$ cat config.mk
export PLATFORM = sky130hd
export DESIGN_NAME = ictree_top
export DESIGN_NICKNAME = d
export VERILOG_FILES = /design/src/ictree_pkg.sv /design/src/ictree_top.sv /design/src/ictree_gate_tree.sv
export VERILOG_INCLUDE_DIRS = /design/src
export SDC_FILE = /design/constraint.sdc
export NUM_CORES = 1
export LEC_CHECK = 0
export ABC_AREA = 1
export BUFFER_PORTS_ARGS = -buffer_cell sky130_fd_sc_hd__buf_2
export CAP_MARGIN = 30
export CORE_AREA = 2 2 116 118
export CTS_CLUSTER_DIAMETER = 80
export DETAILED_ROUTE_END_ITERATION = 10
export DIE_AREA = 0 0 118 120
export PLACE_DENSITY = 0.64
export SLEW_MARGIN = 40
export SYNTH_ARGS = -nofsm -noshare
export SYNTH_HDL_FRONTEND = slang
export SYNTH_SLANG_ARGS = --single-unit
$ cat constraint.sdc
create_clock -name clk -period 1.8 [get_ports clk]
set_input_delay 0.36 -clock clk [delete_from_list [all_inputs] [get_ports clk]]
set_output_delay 0.36 -clock clk [all_outputs]
set_load 0.02 [all_outputs]
$ cat src/ictree_cfg.svh
// Purpose: Constants for the in-circuit pin connectivity tree.
// Assumes: Included by its bare name from the package file only; the design modules use its macros without including it.
// Notes:   Definitions only; pair counts follow the fixed pin grouping.
`ifndef ICTREE_CFG_SVH
`define ICTREE_CFG_SVH

// Address lines A1..A7 on the package.
`define ICTREE_ADDR_LSB        1
`define ICTREE_ADDR_MSB        7
// Data lines D0..D15 on the package.
`define ICTREE_DATA_W          16
// Further documented pin pairs beyond address and data lines.
`define ICTREE_OTHER_PAIRS     40
// Width of the generic tri-state output group that the core drives.
`define ICTREE_GEN_OUT_W       32
// Reset values of the registered output state.
`define ICTREE_RST_VAL         1'b0
`define ICTREE_RST_EN          1'b0
// Synchroniser depth for the test select pin.
`define ICTREE_SYNC_DEPTH      3

`endif

$ cat src/ictree_pkg.sv
// Purpose: Types shared by the connectivity tree design.
// Assumes: ictree_cfg.svh holds every constant.
// Notes:   Pin groups travel as packed structs.
`include "ictree_cfg.svh"

package ictree_pkg;

	localparam int ADDR_N = `ICTREE_ADDR_MSB - `ICTREE_ADDR_LSB + 1;

	// Every tri-state pin group (generic, data, timing, counter-0) as the core wants it driven.
	typedef struct packed {
		logic [`ICTREE_GEN_OUT_W-1:0] gen_val;
		logic [`ICTREE_GEN_OUT_W-1:0] gen_en;
		logic [`ICTREE_DATA_W-1:0]    data_val;
		logic                         data_en;
		logic                         timing_val;
		logic                         timing_en;
		logic                         cnt0_val;
		logic                         cnt0_en;
	} ictree_drive_t;

	// Registered state of the top module.
	typedef struct packed {
		ictree_drive_t                  drv;
		logic [`ICTREE_SYNC_DEPTH-1:0] sel_sync;
		logic                           test_seen;
	} ictree_state_t;

endpackage

$ cat src/ictree_top.sv
// Purpose: Pad ring wrapper that applies in-circuit test mode to the device pins.
// Assumes: Core logic supplies the wanted pin drive; tester drives pins asynchronously.
// Notes:   Test mode and the tree act without the clock, so a tester needs no clock.
`timescale 1ns/100ps

module ictree_top
	import ictree_pkg::*;
#(
	parameter int OTHER_PAIRS = `ICTREE_OTHER_PAIRS
) (
	// Clock and reset.
	input  wire logic                          clk,
	input  wire logic                          srst,
	// Test mode select pin, active low.
	input  wire logic                          test_mode_sel_n,
	// Reset pin as seen by the tree.
	input  wire logic                          reset_pin,
	// Address input pins A1..A7.
	input  wire logic [`ICTREE_ADDR_MSB:`ICTREE_ADDR_LSB] addr_pin,
	// Bidirectional data pins.
	input  wire logic [`ICTREE_DATA_W-1:0]     data_in,
	output logic      [`ICTREE_DATA_W-1:0]     data_out,
	output logic      [`ICTREE_DATA_W-1:0]     data_oe,
	// Bidirectional shared bus timing pin.
	input  wire logic                          shared_bus_timing_pin_in,
	output logic                               shared_bus_timing_pin_out,
	output logic                               shared_bus_timing_pin_oe,
	// Further paired pins, member A at bit k, member B at bit k.
	input  wire logic [OTHER_PAIRS-1:0]        other_pin_a,
	input  wire logic [OTHER_PAIRS-1:0]        other_pin_b,
	// Pins outside the tree.
	input  wire logic                          primary_timing_input,
	output logic                               counter0_output_pin,
	output logic                               counter0_output_pin_oe,
	// Generic tri-state outputs.
	output logic [`ICTREE_GEN_OUT_W-1:0]       gen_out,
	output logic [`ICTREE_GEN_OUT_W-1:0]       gen_oe,
	// Core drive request.
	input  wire ictree_drive_t                 core_drive,
	// Tree output pin and synchronised test status.
	output logic                               tree_out,
	output logic                               test_mode_seen
);

	localparam int NUM_ADDR_PAIRS = (ADDR_N + 1) / 2;
	localparam int NUM_DATA_PAIRS = `ICTREE_DATA_W / 2;
	localparam int NUM_PAIRS      = NUM_ADDR_PAIRS + NUM_DATA_PAIRS + OTHER_PAIRS;

	////////////////////////////////////////////////////////////////////////////////
	// Registered drive state.

	ictree_state_t state_ff;
	ictree_state_t nxt_state;
	logic          test_active;

	// The pin table marks the select low-active; a floating pin pulls up to normal mode.
	assign test_active = ~test_mode_sel_n;

	always_comb begin
		nxt_state          = state_ff;
		nxt_state.drv      = core_drive;
		nxt_state.sel_sync = {state_ff.sel_sync[`ICTREE_SYNC_DEPTH-2:0], ~test_mode_sel_n};
		// A change counts only once the last two stages agree, which filters a slow edge.
		if (state_ff.sel_sync[`ICTREE_SYNC_DEPTH-1] == state_ff.sel_sync[`ICTREE_SYNC_DEPTH-2]) begin
			nxt_state.test_seen = state_ff.sel_sync[`ICTREE_SYNC_DEPTH-1];
		end
	end

	always_ff @(posedge clk) begin
		if (srst) begin
			state_ff.drv.gen_val    <= '0;
			state_ff.drv.gen_en     <= '0;
			state_ff.drv.data_val   <= '0;
			state_ff.drv.data_en    <= `ICTREE_RST_EN;
			state_ff.drv.timing_val <= `ICTREE_RST_VAL;
			state_ff.drv.timing_en  <= `ICTREE_RST_EN;
			state_ff.drv.cnt0_val   <= `ICTREE_RST_VAL;
			state_ff.drv.cnt0_en    <= `ICTREE_RST_EN;
			state_ff.sel_sync       <= '0;
			state_ff.test_seen      <= 1'b0;
		end else begin
			state_ff <= nxt_state;
		end
	end

	////////////////////////////////////////////////////////////////////////////////
	// Output drivers; test mode overrides enables without waiting for a clock edge.

	assign gen_out                   = state_ff.drv.gen_val;
	assign gen_oe                    = state_ff.drv.gen_en & {`ICTREE_GEN_OUT_W{~test_active}};
	assign data_out                  = state_ff.drv.data_val;
	assign data_oe                   = {`ICTREE_DATA_W{state_ff.drv.data_en & ~test_active}};
	assign shared_bus_timing_pin_out = state_ff.drv.timing_val;
	assign shared_bus_timing_pin_oe  = state_ff.drv.timing_en & ~test_active;
	assign counter0_output_pin       = state_ff.drv.cnt0_val;
	assign counter0_output_pin_oe    = state_ff.drv.cnt0_en & ~test_active;
	assign test_mode_seen            = state_ff.test_seen;

	////////////////////////////////////////////////////////////////////////////////
	// Pair assembly: address, then data, then the further pins.

	logic [NUM_PAIRS-1:0] pair_a;
	logic [NUM_PAIRS-1:0] pair_b;
	logic [ADDR_N:0]      addr_ext;

	// The odd last address line borrows the shared timing pin as its partner.
	assign addr_ext = {shared_bus_timing_pin_in, addr_pin};

	genvar g;
	generate
		for (g = 0; g < NUM_ADDR_PAIRS; g++) begin : g_addr
			assign pair_a[g] = addr_ext[2*g];
			assign pair_b[g] = addr_ext[2*g+1];
		end
		for (g = 0; g < NUM_DATA_PAIRS; g++) begin : g_data
			assign pair_a[NUM_ADDR_PAIRS+g] = data_in[2*g];
			assign pair_b[NUM_ADDR_PAIRS+g] = data_in[2*g+1];
		end
	endgenerate

	// Counter-0 output, primary timing input and the select pin never reach the tree.
	assign pair_a[NUM_PAIRS-1:NUM_ADDR_PAIRS+NUM_DATA_PAIRS] = other_pin_a;
	assign pair_b[NUM_PAIRS-1:NUM_ADDR_PAIRS+NUM_DATA_PAIRS] = other_pin_b;

	////////////////////////////////////////////////////////////////////////////////
	// Gate tree; its pin is the one output that keeps driving in test mode.

	ictree_gate_tree #(
		.NUM_PAIRS (NUM_PAIRS)
	) u_tree (
		.pair_a    (pair_a),
		.pair_b    (pair_b),
		.reset_pin (reset_pin),
		.tree_out  (tree_out)
	);

endmodule // ictree_top

$ cat src/ictree_gate_tree.sv
// Purpose: Combinational AND/OR connectivity tree for in-circuit test.
// Assumes: Pair members arrive as two equal vectors, member A and member B.
// Notes:   No clock; the tester watches the result directly on the pin.
`timescale 1ns/100ps

module ictree_gate_tree #(
	parameter int NUM_PAIRS = 4
) (
	// Pair members.
	input  wire logic [NUM_PAIRS-1:0] pair_a,
	input  wire logic [NUM_PAIRS-1:0] pair_b,
	// Reset pin, entering the OR directly.
	input  wire logic                 reset_pin,
	// Tree result.
	output logic                      tree_out
);

	logic [NUM_PAIRS-1:0] pair_and;

	genvar g;
	generate
		for (g = 0; g < NUM_PAIRS; g++) begin : g_pair
			assign pair_and[g] = pair_a[g] & pair_b[g];
		end
	endgenerate

	// Inverted so that an idle board reads high and any hit pulls it low.
	assign tree_out = ~(|pair_and | reset_pin);

endmodule // ictree_gate_tree

After elaboration in Yosys (flattened, before gate mapping). Index checks and enable logic that the tools add are counted.

Reductions and logical operators: 1. Bitwise logic cells: 59. Shift-type cells: 0. Mux-type cells: 0. Multipliers: 0. Magnitude comparators: 0. $add $sub $neg: 0. Divide/modulo/power cells: 0. Equality and inequality tests: 1.

Operators by type and width (count): $and 1x1->1 (55); $reduce_or 52->1 (1); $and 32x32->32 (1); $not 1->1 (2); $eq 1x1->1 (1); $or 1x1->1 (1).

Memory bits (read-only): 0. Register bits after elaboration: 89. Word-level logic and storage cells: 71. Latch bits: 0. Memories kept: 0. RAM bits: 0.

Depth between registers and ports, before layout.
Word-level depth: 4. Gate-level depth with buffers: 7. Gate-level depth less buffers: 7.

Hierarchy. From an unflattened synthesis, not the netlist that was laid out.

Cell total of the unflattened synthesis: 515. Area total of the unflattened synthesis: 3666.0 um^2.

Modules (own cells, without submodules): ictree_top (times used 1, area an instance 3279.4 um^2, cells each 414, seq. area each 1781.7 um^2); ictree_gate_tree (times used 1, area an instance 386.6 um^2, cells each 101, seq. area each 0.0 um^2).

Least setup slack after synthesis. Ideal clock, no wire load.

Path kind: input -> output. From: input test_mode_sel_n. To: output data_oe[10]. Arrival: 1.328 ns. Required time: 1.440 ns. Setup slack: 0.112 ns. Stages: 5. Buffers on the path: 3. Cells stage by stage: buf_2 > buf_2 > nand2_1 > inv_1 > buf_4.

Longest elaborated chain between the ends: 1.

RTL lines: start: declaration (RTL line ictree_top.sv:15) `input wire logic test_mode_sel_n,`; $and 1x1->1 (RTL line ictree_top.sv:92) `` assign data_oe = {`ICTREE_DATA_W{state_ff.drv.data_en & ~test_active}}; ``; end: declaration (RTL line ictree_top.sv:23) `` output logic [`ICTREE_DATA_W-1:0] data_oe, ``.

Every way passes these cells.

Worst setup path in the final report.
From: input addr_pin[1] in the netlist's numbering. To: output tree_out.

Longest elaborated chain between the ends: 4.

RTL lines: start: declaration (RTL line ictree_top.sv:19) `` input wire logic [`ICTREE_ADDR_MSB:`ICTREE_ADDR_LSB] addr_pin, ``; $and 1x1->1 (RTL line ictree_gate_tree.sv:23) `assign pair_and[g] = pair_a[g] & pair_b[g];`; $reduce_or 52->1 (RTL line ictree_gate_tree.sv:28) `assign tree_out = ~(|pair_and | reset_pin);`; $or 1x1->1 (RTL line ictree_gate_tree.sv:28); $not 1->1 (RTL line ictree_gate_tree.sv:28); end: declaration (RTL line ictree_top.sv:41) `output logic tree_out,`.

Every way passes these cells.

==> impl_metrics.toml <==
[timing]
rsz0062_at_grt = "no"
maxSlewViolCount = 0
hold_violations = 0
fmax_mhz = 637
min_period_ns = 1.57
max_slew_margin = 0.747
setup-tns-final_ns = 0
finalSetupViolCount = 0
skew_ns = 0.000101
finalCritPeriodShare = 0.872
worstMarginPinSlew_ns = 0.380

[setup_path]
cp.required_ns = 1.44
crit_type = "in -> out"
endpoint_kind = "output port"
ff2ff_path_depth = 2
crit_slowest_cell = "buf_2"
rrSetupSlack_ns = 1.16
cp_data_arrival_time_ns = 1.21
r2r_start = "nxt_state[3]"
crit_chain = "buf_2 > nand2_1 > nand2_1 > nor2_1 > nand2_1 > nor2_1 > nand2_1 > nor2_1 > buf_2"
r2r-end = "test_mode_seen"
critPathLaunchType = "input pin"
startpoint = "addr_pin[1]"
slowest_delay_ns = 0.17
crit_fanout = 1
crit_path_frequent_cell = "nand2_1"

[floorplan]
start_util = 0.282
fp.dieH_um = 120
core_area_um2 = 13000
floorplan.rows = 42
die_area_um2 = 14200
dieWidth_um = 118
pin_count = 296

[route]
vias_per_cell = 3.65
route.met3.wl_um = 951
drt_first_pass_iters = 6
dr.max_layer_used = "met4"
wl_met2_um = 4350
drc = 0
drt-met1-wl_um = 3840
drt_iter0_drc = 81
vias = 3389
wl_per_cell_um = 10.0
final_antenna_net_count = 0
drt-total-wl_um = 9320

[final_layout]
n_fill_cell = 1402
nNetsFinal = 941
layout-drive-gt1-share = 0.415
finalCoreUtilization = 0.396
areaGrowthSynthToFinish_pct = 40.1

[synth]
synth_edf_count = 0
synth_top_cells_by_area = "dfxtp_1 (49%), buf_4 (13%), inv_1 (13%)"
ys_top_cells_by_count = "inv_1 (125), nand2_1 (114), nor2_1 (104)"
synth_area_per_cell_um2 = 7.11
ys_ff_latch = 89
yosysMostFrequentCell = "inv_1"
syn_nets = 709
synth_top_cell_area_share = 0.486
synth_area_um2 = 3660
synthFlopType = "dfxtp_1"
ys_seq_area_frac = 0.486
yosysWarnings = 0
yosysTopAreaCell = "dfxtp_1"
synthDistinctLibCells = 11
synthCells = 515
synthArstFlopShare = 0

[cts]
cts_tree = "done"
post-cts-setup-buffers = 0
cts-hold-fix-buffers = 0
path_clk_slew_ns = 0.07
clock_latency_ns = 0.33
cts_buffer_depth = 2
numCtsBuffers = 9
cts_resized = 0
cts_sinks = 89
h-tree-depth = 3
cts_root_buf = "clkbuf_16"

[grt]
grt_pass1_wl_um = 14600
grt_pass1_vias = 3145
antenna_found_initial = 1
grt_max_degree = 90
grt.total_usage = 0.131
grt_overflow_total = 0

[placed_design]
io_buffer_count = 294
dp_hpwl_um = 7370
gp_congestion = 0.878

[power_and_ir_drop]
pwr-share-clk = 0.404
p_sw_frac = 0.253
vdd_drop_max_uv = 676
power_frac_comb = 0.143
p_int_w = 0.00345
p_per_area_nw_per_um2 = 901
p_leak_nw = 3.42
p_sw_w = 0.00117
seqPwrFrac = 0.453

[outcome]
status = "completed"

[min_path]
min_from = "core_drive[19]"
hold_path_class = "in -> reg"
whs_endpoint = "data_out[14]"
hold_depth = 3

[job]
max_cap_violations = 0
## layer usage
layer	vias to the layer above	track usage
met4	0	0.0678
met2	174	0.218
met1	1375	0.141
met5	-	0
met3	16	0.0589
li1	1824	-
## kinds of logic (layout without fill, tap and decap cells)
kind of cell | after synthesis | count (layout) | share of synthesized area
AOI/OAI and AO/OA | 2 | 2 | 0.00273
buffers and inverters | 202 | 439 | 0.281
DFF | 89 | 89 | 0.486
other | 0 | 1 | 0
and+or+nand+nor | 222 | 222 | 0.230
## cells in the final DEF, fill, tap and decap left out, drive strengths merged
cell type / count
nor3: 1
diode: 1
clkbuf: 11
inv: 127
nand4: 2
nand2: 114
buf: 298
nor2: 104
bufinv: 1
a21oi: 2
dfxtp: 89
clkinvlp: 2
nand3: 1
## final cells by class
class,instances,area (um^2),area share
antenna,1,2.50,0.000487
clock inverter,5,62.6,0.0122
timing repair buffer,298,1510,0.295
multi-input combinational,224,851,0.166
sequential,89,1780,0.347
inverter,125,469,0.0914
clock buffer,11,233,0.0453
tap,176,220,0.0429
## registers in the layout, indices dropped and copies added, names as in the netlist
| signal | count |
|---|---|
| state_ff | 36 |
| gen_out | 32 |
| data_out | 16 |
| nxt_state | 2 |
| counter0_output_pin | 1 |
| shared_bus_timing_pin_out | 1 |
| test_mode_seen | 1 |
## worst max-delay path: cells and delay by family
| family | cells | cell delay [ns] |
|---|---|---|
| buffers and inverters | 2 | 0.27 |
| and+or+nand+nor | 7 | 0.59 |
## per-stage QoR
stage | power, W | setup slack, ns | hold slack (ns) | cell area, um^2 | std cells
2_1_floorplan | 0.00257 | 0.112 | 0.388 | 3660 | 515
3_3_place_gp | 0.00280 | 0.222 | 0.393 | 4840 | 912
3_5_place_dp | 0.00281 | 0.232 | 0.405 | 4840 | 912
4_1_cts | 0.00472 | 0.230 | 0.195 | 5130 | 928
5_1_grt | 0.00487 | 0.157 | 0.203 | 5130 | 929
6_report | 0.00463 | 0.231 | 0.217 | 5130 | 929
## power groups by stage
stage	sequential, W	clock (W)	combinational, W
6_report	0.00210	0.00187	0.000661
5_1_grt	0.00210	0.00202	0.000742
3_5_place_dp	0.00214	0	0.000672
4_1_cts	0.00210	0.00195	0.000674
3_3_place_gp	0.00214	0	0.000664
2_1_floorplan	0.00214	0	0.000428
## worst max path at each step
stage	slack (ns)	end	depth (start not counted)
6_report	0.23	tree_out	9
3_3_place_gp	0.22	tree_out	9
4_1_cts	0.23	tree_out	9
3_5_place_dp	0.23	tree_out	9
2_1_floorplan	0.11	data_oe[10]	5
5_1_grt	0.16	tree_out	9
(Power assumes the default switching activity.)
